--- config.mk ---
export PLATFORM = sky130hd
export DESIGN_NAME = iamb_top
export DESIGN_NICKNAME = d
export VERILOG_FILES = /design/src/iamb_pkg.sv /design/src/iamb_top.sv
export SDC_FILE = /design/constraint.sdc
export NUM_CORES = 1
export LEC_CHECK = 0
export BUFFER_PORTS_ARGS = -buffer_cell sky130_fd_sc_hd__buf_2
export CAP_MARGIN = 20
export CELL_PAD_IN_SITES_DETAIL_PLACEMENT = 1
export CELL_PAD_IN_SITES_GLOBAL_PLACEMENT = 1
export CORE_UTILIZATION = 38
export DETAILED_ROUTE_END_ITERATION = 16
export PLACE_DENSITY = 0.8
export SKIP_LAST_GASP = 1
export SLEW_MARGIN = 10
export SYNTH_ARGS = -nofsm -noshare
export SYNTH_HDL_FRONTEND = slang
export SYNTH_SLANG_ARGS = --single-unit
--- constraint.sdc ---
create_clock -name clk -period 2.6 [get_ports clk]
set_input_delay 0.52 -clock clk [delete_from_list [all_inputs] [get_ports clk]]
set_output_delay 0.52 -clock clk [all_outputs]
set_load 0.02 [all_outputs]
--- src/iamb_pkg.sv ---
package iamb_pkg;

  // ---------------------------------------------------------------
  // register map (byte addresses, one word each)
  // ---------------------------------------------------------------
  localparam logic [3:0] IAMB_OFF_MASK   = 4'h0;
  localparam logic [3:0] IAMB_OFF_ADDR   = 4'h4;
  localparam logic [3:0] IAMB_OFF_CTRL   = 4'h8;
  localparam logic [3:0] IAMB_OFF_STATUS = 4'hC;

  localparam logic [7:0] IAMB_MASK_RST = 8'hFF;
  localparam logic [7:0] IAMB_ADDR_RST = 8'h00;

  // ---------------------------------------------------------------
  // control field positions
  // ---------------------------------------------------------------
  localparam int IAMB_CTRL_MODE_LSB = 0;
  localparam int IAMB_CTRL_ADDRESS_HOLD_ENABLE     = 4;
  localparam int IAMB_CTRL_DATA_HOLD_ENABLE     = 5;
  localparam int IAMB_CTRL_RUN      = 6;
  localparam logic [6:0] IAMB_CTRL_RST = 7'h00;

  // ---------------------------------------------------------------
  // status field positions
  // ---------------------------------------------------------------
  localparam int IAMB_ST_HI_PEND = 0;
  localparam int IAMB_ST_MATCH   = 1;
  localparam int IAMB_ST_ACKTIME = 2;
  localparam int IAMB_ST_SCL     = 3;

  // ---------------------------------------------------------------
  // mode codes and fixed patterns
  // ---------------------------------------------------------------
  localparam logic [3:0] IAMB_MODE_S7    = 4'h6;
  localparam logic [3:0] IAMB_MODE_S7SP  = 4'hE;
  localparam logic [3:0] IAMB_MODE_S10   = 4'h7;
  localparam logic [3:0] IAMB_MODE_S10SP = 4'hF;
  localparam logic [3:0] IAMB_MODE_MST   = 4'h8;
  localparam logic [4:0] IAMB_HI_PREFIX  = 5'h1E;

  // serial clock period is this many oscillator periods per divider step
  localparam int IAMB_SCL_MULT = 4;

  typedef struct packed {
    logic       run;
    logic       data_hold_enable;
    logic       address_hold_enable;
    logic [3:0] port_mode_select;
  } iamb_ctrl_s;

  typedef struct packed {
    logic       valid;
    logic       first;
    logic [7:0] data;
  } iamb_rx_s;

endpackage

--- src/iamb_top.sv ---
`timescale 1ns/10ps
`default_nettype none

module iamb_top
  import iamb_pkg::*;
(
  input  wire logic        clk,
  input  wire logic        sys_rst,
  input  wire logic        psel,
  input  wire logic        penable,
  input  wire logic        pwrite,
  input  wire logic [3:0]  paddr,
  input  wire logic [31:0] pwdata,
  output logic      [31:0] prdata,
  output logic             pready,
  output logic             pslverr,
  input  wire iamb_rx_s    rx_addr,
  input  wire logic        ack_phase,
  output logic             addr_match,
  output logic             hi_byte_match,
  output logic             acknowledge_time_status,
  input  wire logic        serial_clock_pin_in,
  output logic             serial_clock_pin_out,
  output logic             serial_clock_pin_oe
);

  // ---------------------------------------------------------------
  // helpers
  // ---------------------------------------------------------------
  function automatic logic masked_eq(
    input logic [7:0] rx,
    input logic [7:0] own,
    input logic [7:0] msk
  );
    masked_eq = ((rx ^ own) & msk) == 8'h00;
  endfunction

  function automatic logic is_ten_bit(input logic [3:0] mode);
    is_ten_bit = (mode == IAMB_MODE_S10) || (mode == IAMB_MODE_S10SP);
  endfunction

  function automatic logic is_seven_bit(input logic [3:0] mode);
    is_seven_bit = (mode == IAMB_MODE_S7) || (mode == IAMB_MODE_S7SP);
  endfunction

  // ---------------------------------------------------------------
  // registers
  // ---------------------------------------------------------------
  logic [7:0]  mask_bits_r;
  logic [7:0]  own_addr_r;
  iamb_ctrl_s  ctrl_r;
  logic [31:0] prdata_r;
  logic        hi_pend_r;
  logic        match_r;
  logic        addr_match_r;
  logic        hi_match_r;
  logic        ack_time_r;
  logic        scl_meta_r;
  logic        scl_sync_r;
  logic        scl_drive_low_r;
  logic [9:0]  half_cnt_r;

  // ---------------------------------------------------------------
  // bus decode
  // ---------------------------------------------------------------
  wire setup_ph   = psel & ~penable;
  wire access_ph  = psel & penable;
  wire hit_mask   = paddr == IAMB_OFF_MASK;
  wire hit_addr   = paddr == IAMB_OFF_ADDR;
  wire hit_ctrl   = paddr == IAMB_OFF_CTRL;
  wire hit_status = paddr == IAMB_OFF_STATUS;
  wire hit_any    = hit_mask | hit_addr | hit_ctrl | hit_status;
  wire wr_en      = access_ph & pwrite & hit_any;

  assign pready  = access_ph;
  assign pslverr = access_ph & ~hit_any;

  wire [31:0] status_word = {28'h0000000,
                             scl_sync_r,
                             ack_time_r,
                             match_r,
                             hi_pend_r};

  wire [31:0] rd_word = hit_mask   ? {24'h000000, mask_bits_r} :
                        hit_addr   ? {24'h000000, own_addr_r} :
                        hit_ctrl   ? {25'h0000000, ctrl_r} :
                        hit_status ? status_word : 32'h00000000;

  always_ff @(posedge clk) begin
    if (sys_rst) begin
      prdata_r <= 32'h00000000;
    end else if (setup_ph && !pwrite) begin
      prdata_r <= rd_word;
    end
  end

  assign prdata = prdata_r;

  always_ff @(posedge clk) begin
    if (sys_rst) begin
      mask_bits_r <= IAMB_MASK_RST;
      own_addr_r  <= IAMB_ADDR_RST;
      ctrl_r      <= IAMB_CTRL_RST;
    end else if (wr_en) begin
      if (hit_mask) begin
        mask_bits_r <= pwdata[7:0];
      end
      if (hit_addr) begin
        own_addr_r <= pwdata[7:0];
      end
      if (hit_ctrl) begin
        ctrl_r <= pwdata[6:0];
      end
    end
  end

  // ---------------------------------------------------------------
  // mode decode
  // ---------------------------------------------------------------
  wire [3:0] mode     = ctrl_r.port_mode_select;
  wire       mode_s10 = is_ten_bit(mode);
  wire       mode_s7  = is_seven_bit(mode);
  wire       mode_mst = mode == IAMB_MODE_MST;

  // ---------------------------------------------------------------
  // address comparison
  // ---------------------------------------------------------------
  // bit 0 of the mask only counts in 10-bit modes
  wire [7:0] mask_7 = {mask_bits_r[7:1], 1'b0};
  wire [7:0] mask_10_lo = mask_bits_r;

  // 7-bit: register bits 7..1 are the address, bit 0 is r/w
  wire cmp_7 = masked_eq(rx_addr.data, own_addr_r, mask_7);

  // 10-bit high byte: fixed prefix in hardware, bits 2..1 masked
  wire prefix_ok = rx_addr.data[7:3] == IAMB_HI_PREFIX;
  wire [7:0] mask_10_hi = {5'h00, mask_bits_r[2:1], 1'b0};
  wire cmp_10_hi = prefix_ok &
                   masked_eq(rx_addr.data, own_addr_r, mask_10_hi);

  // 10-bit low byte: all eight register bits
  wire cmp_10_lo = masked_eq(rx_addr.data, own_addr_r, mask_10_lo);

  wire take_first = rx_addr.valid & rx_addr.first;
  wire take_next  = rx_addr.valid & ~rx_addr.first;

  wire full_match_7   = take_first & mode_s7 & cmp_7;
  wire hi_match_10    = take_first & mode_s10 & cmp_10_hi;
  wire full_match_10  = take_next & mode_s10 & hi_pend_r & cmp_10_lo;
  wire full_match_nxt = full_match_7 | full_match_10;

  always_ff @(posedge clk) begin
    if (sys_rst) begin
      hi_pend_r <= 1'b0;
    end else if (take_first) begin
      hi_pend_r <= hi_match_10;
    end else if (take_next || !mode_s10) begin
      hi_pend_r <= 1'b0;
    end
  end

  always_ff @(posedge clk) begin
    if (sys_rst) begin
      match_r <= 1'b0;
    end else if (full_match_nxt) begin
      match_r <= 1'b1;
    end else if (take_first || !(mode_s7 || mode_s10)) begin
      match_r <= 1'b0;
    end
  end

  always_ff @(posedge clk) begin
    if (sys_rst) begin
      addr_match_r <= 1'b0;
      hi_match_r   <= 1'b0;
    end else begin
      addr_match_r <= full_match_nxt;
      hi_match_r   <= hi_match_10;
    end
  end

  assign addr_match    = addr_match_r;
  assign hi_byte_match = hi_match_r;

  // ---------------------------------------------------------------
  // acknowledge-time status
  // ---------------------------------------------------------------
  wire hold_on = ctrl_r.address_hold_enable | ctrl_r.data_hold_enable;

  always_ff @(posedge clk) begin
    if (sys_rst) begin
      ack_time_r <= 1'b0;
    end else begin
      ack_time_r <= ack_phase & hold_on;
    end
  end

  assign acknowledge_time_status = ack_time_r;

  // ---------------------------------------------------------------
  // serial clock pin synchroniser
  // ---------------------------------------------------------------
  always_ff @(posedge clk) begin
    if (sys_rst) begin
      scl_meta_r <= 1'b1;
      scl_sync_r <= 1'b1;
    end else begin
      scl_meta_r <= serial_clock_pin_in;
      scl_sync_r <= scl_meta_r;
    end
  end

  // ---------------------------------------------------------------
  // master serial clock generator
  // ---------------------------------------------------------------
  // each half lasts 2*(divider+1) clocks, full period 4*(divider+1)
  wire [9:0] half_len = 10'((IAMB_SCL_MULT / 2) * (int'(own_addr_r) + 1));
  wire       gen_on   = mode_mst & ctrl_r.run;
  wire       half_end = half_cnt_r == half_len - 10'h001;
  // a stretching slave holds the line low during our high half;
  // the first two counts of a high half are not judged, since the
  // synchroniser still shows the low level we released (keeps 4*(D+1))
  wire       sync_settled = half_cnt_r >= 10'h002;
  wire       stretched    = ~scl_drive_low_r & ~scl_sync_r & sync_settled;

  always_ff @(posedge clk) begin
    if (sys_rst || !gen_on) begin
      half_cnt_r <= 10'h000;
    end else if (half_end) begin
      half_cnt_r <= 10'h000;
    end else if (!stretched) begin
      half_cnt_r <= half_cnt_r + 10'h001;
    end
  end

  always_ff @(posedge clk) begin
    if (sys_rst || !gen_on) begin
      scl_drive_low_r <= 1'b0;
    end else if (half_end) begin
      scl_drive_low_r <= ~scl_drive_low_r;
    end
  end

  // open drain: only ever pulls low
  assign serial_clock_pin_out = 1'b0;
  assign serial_clock_pin_oe  = scl_drive_low_r;

endmodule

`default_nettype wire

==> flow_summary.ini, run 1 <==
[status]
status = completed

[synthesis]
synth-xor-area-share_pct = 9.42
ys_types = 58
synth_edf_count = 0
ys_seq_area_share_pct = 33.0
yosysTopAreaCell = dfxtp_1
synth_seq_cells = 49
ys_top_cells_by_count = 49 x dfxtp_1, 41 x nor2_1, 26 x buf_4
muxShareOfSynthArea_pct = 10.0
ys_async_sr_fraction_pct = 0
syn_area_per_cell_um2 = 8.83
synth_compound_area_share_pct = 13.1
yosys_most_used_dff = dfxtp_1
yosysWarnings = 0
synthTopCellsByArea = dfxtp_1 33%, buf_4 6.6%, mux2i_1 6.4%, xor2_1 5.9%, nor2_1 5.2%
yosys.cell_count.top_type = dfxtp_1
synthSimpleGateAreaFrac_pct = 21.1
syn-cell-area_um2 = 2980
synth_top_area_share_pct = 33.0
synth_top_family_by_area = simple AND/OR/NAND/NOR gates
synthAdderAreaFrac_pct = 1.64
synthCells = 337

[finish]
area_growth_syn_to_layout_pct = 10.9
fin_nets = 433
n_fill_cell = 892
layout-drive-gt1-share_pct = 22.0
regArea_um2 = 981
design_area_um2 = 3300
n_antenna_cell = 0
multiInputGateArea_um2 = 1740

[die]
io_pins = 92
core-area_um2 = 7410
die_y_um = 90.5
num_rows = 31
initial_core_util_pct = 40.2
dieArea_um2 = 8190
die_w_um = 90.5

[power_and_ir_drop]
p_leak_nw = 1.42
power_density_nw_per_um2 = 423
ir_worst_vdd_mv = 0.239

[timing]
period_share_pct = 92.2
tns_ns = 0
report.final.slew_viol_count = 0
fin_skew_ns = 0.0150
worst_pin_slew_ns = 0.538
fin_crit_ns = 2.40
hold_viol = 0
setup_viol = 0
whs_ns = 0.397
grt_setup_unrepaired = no
fmax_mhz = 417
slew_headroom_pct = 63.8

[clocking]
clock_sinks = 49
cts_buffer_depth = 2
ctsHoldBuffers = 0
clkTransAtPathRegs_ns = 0.11
cts_root_buf = clkbuf_8
post_cts_buffers = 0
cts_buffers = 5
cts_tree = yes
htreeDepth = 2
clock_latency_ns = 0.32
cts_resized = 0

[critical_path]
crit_type = reg2reg
path_max_fanout = 11
cp_slowest_cell = dfxtp_1
worst_setup_path_start_kind = flip-flop
timing.rr.end = serial_clock_pin_oe
cp_slowest_stage_delay_ns = 0.57
cp.arrival_ns = 2.61
path_cells = and3_4, and3_2, xnor2_1, nor4_1, o21ai_0, a21oi_1, mux2_4
ff2ff_path_depth = 7
worstPathRequired_ns = 2.81
end_kind = flip-flop
r2r_slack_ns = 0.20
r2r_start = own_addr_r[2]

[route]
via_count = 2521
ant_nets = 0
wl_um = 7670
via_per_inst = 5.29
drc = 0
drt_iter0_drc = 139
wl_per_cell_um = 16.1
firstDrtPassIters = 4

[placed_design]
placed_area_um2 = 3200
numPortBuffers = 42
hpwl_um = 5880
gp_congestion = 0.903

[global_route]
grt_util_all_layers_pct = 19.5
grt_remaining_overflow = 0
grt_pass1_wl_um = 12800
grt_pass1_vias = 2579
grt_start_max_net_pins = 26
antenna_found_initial = 0

[worst_hold_path]
hold_end = scl_meta_r
min_path_type = in2reg
whs_path_depth = 2
hold_start = serial_clock_pin_in

[job]
maxCapViolCount = 0
[layer usage]
metal,global-route usage [%],part of all wire (%)
met5,0,0
met4,5.11,1.2
met3,2.95,3.3
met2,33.3,50
met1,25.5,46
[stage by stage]
stage	std cells	power [mW]	utilization (%)	setup slack, ns
3_5_place_dp	469	0.907	43.2	0.250
4_1_cts	477	1.40	44.6	0.213
6_report	477	1.39	44.6	0.203
2_1_floorplan	361	0.888	-	0.348
3_3_place_gp	469	0.903	43.2	0.287
5_1_grt	477	1.44	44.6	0.0307
[cell type report]
class                      count  share of cell area (%)
tap                           99                    3.75
clock inverter                 3                   0.872
inverter                       6                   0.682
multi-input combinational    258                    52.7
clock buffer                   5                    2.08
timing repair buffer          57                    10.2
sequential                    49                    29.7
[critical path: cells and delay by family, from the launching register on]
| family | cells | cell delay [ns] |
|---|---|---|
| compound gates | 2 | 0.43 |
| xor+xnor | 1 | 0.11 |
| flops | 1 | 0.57 |
| mux | 1 | 0.32 |
| simple gates | 3 | 0.85 |
[worst max path at each step]
stage | startpoint | endpoint | slack (ns) | depth (start not counted)
2_1_floorplan | own_addr_r[5] | half_cnt_r[2] | 0.35 | 8
6_report | own_addr_r[2] | serial_clock_pin_oe | 0.20 | 7
5_1_grt | own_addr_r[2] | serial_clock_pin_oe | 0.03 | 7
4_1_cts | own_addr_r[2] | serial_clock_pin_oe | 0.21 | 7
3_3_place_gp | own_addr_r[5] | half_cnt_r[9] | 0.29 | 8
3_5_place_dp | own_addr_r[2] | serial_clock_pin_oe | 0.25 | 7
[state kept, by name, summed over array words and instances, names as in the netlist]
| register | cells |
|---|---|
| prdata | 8 |
| own_addr_r | 8 |
| mask_10_lo | 8 |
| ctrl_r | 3 |
| serial_clock_pin_oe | 1 |
| mode | 4 |
| hi_pend_r | 1 |
| acknowledge_time_status | 1 |
| addr_match | 1 |
| half_cnt_r | 10 |
| scl_sync_r | 1 |
| match_r | 1 |
| hi_byte_match | 1 |
| scl_meta_r | 1 |
[report_power, final]
group          internal [mW]  switching (mW)  total, mW  leakage (nW)
Clock                  0.202           0.302      0.504        0.0506
Sequential             0.754         0.00356      0.758         0.396
Combinational         0.0430          0.0896      0.133         0.972
Total                  0.999           0.396       1.39          1.42
[cells by family (layout without fill, tap and decap cells)]
family / Yosys count / in the layout
AOI/OAI and AO/OA: 51 / 51
muxes: 24 / 24
and+or+nand+nor: 122 / 122
xor gates and xnor gates: 32 / 32
DFF: 49 / 49
buffers and inverters: 54 / 71
adders and majority gates: 4 / 4
other: 1 / 25
[cells in the final DEF (no fill, tap or decap), drive strengths merged, types with 4 or more instances in the layout]
| cell | n |
|---|---|
| nand4 | 6 |
| xnor2 | 12 |
| nand3 | 10 |
| mux4 | 4 |
| nor2 | 41 |
| a21oi | 5 |
| dfxtp | 49 |
| nor2b | 12 |
| xor2 | 20 |
| a211o | 8 |
| inv | 8 |
| nand2 | 13 |
| o21ai | 7 |
| conb | 25 |
| mux2i | 19 |
| clkbuf | 5 |
| buf | 57 |
| nor4 | 8 |
| a22oi | 8 |
| nor3 | 18 |
(Power assumes the default switching activity.)
==> inputs of run 2 (changes only) <==
--- a/config.mk
+++ b/config.mk
@@ -5,12 +5,12 @@
 export SDC_FILE = /design/constraint.sdc
 export NUM_CORES = 1
 export LEC_CHECK = 0
-export BUFFER_PORTS_ARGS = -buffer_cell sky130_fd_sc_hd__buf_2
 export CAP_MARGIN = 20
 export CELL_PAD_IN_SITES_DETAIL_PLACEMENT = 1
 export CELL_PAD_IN_SITES_GLOBAL_PLACEMENT = 1
-export CORE_UTILIZATION = 38
+export CORE_UTILIZATION = 47
 export DETAILED_ROUTE_END_ITERATION = 16
+export DONT_BUFFER_PORTS = 1
 export PLACE_DENSITY = 0.8
 export SKIP_LAST_GASP = 1
 export SLEW_MARGIN = 10
==> flow_summary.ini, run 2 (synthesis gave the netlist of run 1 again) <==
[status]
status = completed

[global_route]
grt_remaining_overflow = 0
grt_util_all_layers_pct = 24.2
grt_pass1_vias = 2402
grt_pass1_wl_um = 12100
antenna_found_initial = 0
grt_start_max_net_pins = 37

[timing]
period_share_pct = 91.3
grt_setup_unrepaired = no
fin_crit_ns = 2.37
report.final.slew_viol_count = 0
fin_ws_ns = 0.227
fin_skew_ns = 0.00974
tns_ns = 0
setup_viol = 0
whs_ns = 0.278
worst_pin_slew_ns = 0.627
slew_headroom_pct = 58.1
fmax_mhz = 421
hold_viol = 0

[power_and_ir_drop]
p_leak_nw = 1.23
ir_worst_vdd_mv = 0.273
power_density_nw_per_um2 = 461

[die]
die_w_um = 81.6
io_pins = 92
die_y_um = 81.6
core-area_um2 = 6030
dieArea_um2 = 6660
num_rows = 28
initial_core_util_pct = 49.4

[route]
wl_met1_um = 3310
firstDrtPassIters = 4
wl_per_cell_um = 18.3
drc = 0
drt_iter0_drc = 101
via_count = 2385
met2_length_um = 3730
wl_um = 7490
via_per_inst = 5.83
top_layer_used = met4
ant_nets = 0
dr_wl_met3_um = 338

[critical_path]
crit_type = reg2reg
cp.arrival_ns = 2.58
path_max_fanout = 11
worst_setup_path_start_kind = flip-flop
end_kind = flip-flop
worstPathRequired_ns = 2.80

[placed_design]
gp_congestion = 0.889
placed_area_um2 = 2950
place_inst = 401
post-place-ws_ns = 0.188
numPortBuffers = 0
hpwl_um = 5640

[finish]
fin_nets = 389
n_fill_cell = 701
layout-drive-gt1-share_pct = 12.0
largest_reg_flops = 10
regArea_um2 = 981
top_register = half_cnt_r
layout.cells.non_filler = 409
n_antenna_cell = 0
area_growth_syn_to_layout_pct = 3.24
layout_commonest_cell = dfxtp_1
final_cell_mix = 49 x dfxtp_1, 41 x nor2_1, 25 x conb_1
multiInputGateArea_um2 = 1750
design_area_um2 = 3070

[clocking]
cts_tree = yes
cts_buffers = 5
htreeDepth = 2
clkTransAtPathRegs_ns = 0.10
clock_sinks = 49
cts_root_buf = clkbuf_8
cts_buffer_depth = 2
clock_latency_ns = 0.31

[job]
maxCapViolCount = 0

[worst_hold_path]
min_path_type = in2reg
run 2: path summary, 6_finish.rpt:
check | endpoint | slack, ns | cells after the start | startpoint
worst max-delay path | serial_clock_pin_oe | 0.23 | 7 | own_addr_r[2]
worst min-delay path | prdata[7] | 0.28 | 1 | sys_rst
worst max register to register | serial_clock_pin_oe | 0.23 | 7 | own_addr_r[2]
worst min register to register | scl_sync_r | 0.43 | 1 | scl_meta_r
run 2: power breakdown:
group | internal (mW) | leakage (nW) | switching [mW] | total [mW]
logic | 0.0261 | 0.778 | 0.0558 | 0.0819
clock network | 0.313 | 0.0574 | 0.263 | 0.576
registers | 0.754 | 0.396 | 0.00494 | 0.759
run 2: critical path: stages (launching register included):
cell	delay, ns
dfxtp_1	0.56
and3_4	0.32
and3_2	0.22
xnor2_1	0.10
nor4_1	0.30
o21ai_0	0.18
a21oi_1	0.26
mux2_4	0.32
run 2: metrics by stage:
stage,power (mW),util (%)
after CTS,1.43,50.9
after floorplan,0.888,-
final,1.42,51.0
after global placement,0.855,48.9
after global routing,1.46,51.0
after detailed placement,0.857,48.9
run 2: final cells by class:
class	count	share of cell area, %
Clock buffer	6	2.69
Sequential cell	49	31.9
Multi-Input combinational cell	258	56.8
Timing Repair Buffer	13	3.58
Inverter	6	0.733
Tap cell	75	3.05
Clock inverter	2	1.22
run 2: routing by layer:
metal	GRT usage [%]	up-vias
met5	0	-
met3	4.67	12
met4	6.84	0
li1	-	1137
met2	44.3	64
met1	28.4	1172
run 2: repair_timing:
item / in CTS / in global routing
buffers inserted: 0 / 0
hold buffers: 0 / 0
resized for setup: 0 / 1
endpoints found under the setup margin: 0 / 10
==> inputs of run 3 (changes only) <==
--- a/config.mk
+++ b/config.mk
@@ -12,6 +12,7 @@
 export DETAILED_ROUTE_END_ITERATION = 16
 export DONT_BUFFER_PORTS = 1
 export PLACE_DENSITY = 0.8
+export REMOVE_ABC_BUFFERS = 1
 export SKIP_LAST_GASP = 1
 export SLEW_MARGIN = 10
 export SYNTH_ARGS = -nofsm -noshare
==> flow_summary.ini, run 3 (synthesis gave the netlist of run 1 again) <==
[timing]
slew_headroom_pct = 60.1
fmax_mhz = 413
tns_ns = 0
setup_viol = 0
period_share_pct = 93.1
fin_crit_ns = 2.42
grt_setup_unrepaired = no
report.final.slew_viol_count = 0
fin_ws_ns = 0.179
hold_viol = 0
fin_skew_ns = 0.0108
worst_pin_slew_ns = 0.594

[clocking]
cts_buffer_depth = 2
clock_sinks = 49
clock_latency_ns = 0.31
ctsHoldBuffers = 0
post_cts_buffers = 0
cts_buffers = 5
cts_resized = 0
cts_tree = yes
clkTransAtPathRegs_ns = 0.10
htreeDepth = 2
cts_root_buf = clkbuf_8

[critical_path]
worstPathRequired_ns = 2.80
cp.arrival_ns = 2.62
crit_family = simple AND/OR/NAND/NOR gates
path_max_fanout = 11
crit_buf_inv = 1
cp_slowest_stage_delay_ns = 0.41
crit_type = reg2reg
cp_slowest_cell = nor4_1
worst_setup_path_start_kind = flip-flop
end_kind = flip-flop
path_cells = buf_4, and3_4, and3_2, xnor2_1, nor4_1, o21ai_0, a21oi_1, mux2_4

[finish]
layout_commonest_cell = dfxtp_1
fin_nets = 389
n_antenna_cell = 0
largest_reg_flops = 10
layout.cells.non_filler = 409
n_fill_cell = 738
multiInputGateArea_um2 = 1740
regArea_um2 = 982
final_cell_mix = 48 x dfxtp_1, 41 x nor2_1, 25 x conb_1
layout-drive-gt1-share_pct = 12.0
top_register = half_cnt_r
area_growth_syn_to_layout_pct = 3.74

[die]
die_y_um = 81.6
dieArea_um2 = 6660
initial_core_util_pct = 49.4
die_w_um = 81.6
num_rows = 28
io_pins = 92
core-area_um2 = 6030

[route]
wl_per_cell_um = 18.0
drc = 0
wl_um = 7380
via_count = 2401
drt_iter0_drc = 110
ant_nets = 0
firstDrtPassIters = 4
via_per_inst = 5.87

[placed_design]
hpwl_um = 5460
numPortBuffers = 0
post-place-ws_ns = 0.173
gp_congestion = 0.823
place_inst = 401

[global_route]
grt_util_all_layers_pct = 23.8
grt_remaining_overflow = 0
grt_pass1_wl_um = 11900
grt_start_max_net_pins = 37
antenna_found_initial = 0
grt_pass1_vias = 2471

[job]
maxCapViolCount = 0

[power_and_ir_drop]
power_density_nw_per_um2 = 485
ir_worst_vdd_mv = 0.329
p_leak_nw = 1.24

[status]
status = completed

[worst_hold_path]
min_path_type = in2reg
[run 3: through the flow]
stage                     area [um^2]  util (%)  hold slack (ns)  total power [mW]
after floorplan                  2740         -            0.389             0.846
after global placement           2950      48.9            0.392             0.855
after CTS                        3090      51.2            0.258              1.51
after detailed placement         2950      48.9            0.409             0.857
after global routing             3090      51.2            0.248              1.55
final                            3090      51.2            0.267              1.50
[run 3: path summary, 6_finish.rpt]
path                      start                  end  slack, ns  depth (start not counted)
hold / removal          sys_rst            prdata[4]       0.27                          1
setup reg to reg  own_addr_r[1]  serial_clock_pin_oe       0.18                          8
setup / recovery  own_addr_r[1]  serial_clock_pin_oe       0.18                          8
hold reg to reg      scl_meta_r           scl_sync_r       0.42                          1
[run 3: final cells by class]
class | count | share of cell area [%]
tap | 75 | 3.04
inverter | 6 | 0.729
clock inverter | 3 | 2.23
multi-input combinational | 258 | 56.4
sequential | 49 | 31.8
clock buffer | 5 | 2.23
timing repair buffer | 13 | 3.57
[run 3: power breakdown]
part	switching (mW)	internal (mW)
Sequential	0.00480	0.754
Clock	0.269	0.387
Combinational	0.0556	0.0262
[run 3: worst reg2reg max path, delay by kind of cell, from the launching register on]
family                    cells  cell delay [ns]
muxes                         1             0.32
buffers and inverters         1             0.18
xor gates and xnor gates      1             0.10
and+or+nand+nor               3             0.91
DFF                           1             0.35
AOI/OAI and AO/OA             2             0.46
[run 3: per-layer routing]
layer  vias to the layer above  global-route usage [%]  part of all wire (%)
li1                       1138                       -                     -
met1                      1188                    29.2                    46
met2                        63                    40.6                    48
met3                        12                    5.00                   4.3
met4                         0                    9.30                   2.0
met5                         -                       0                     0
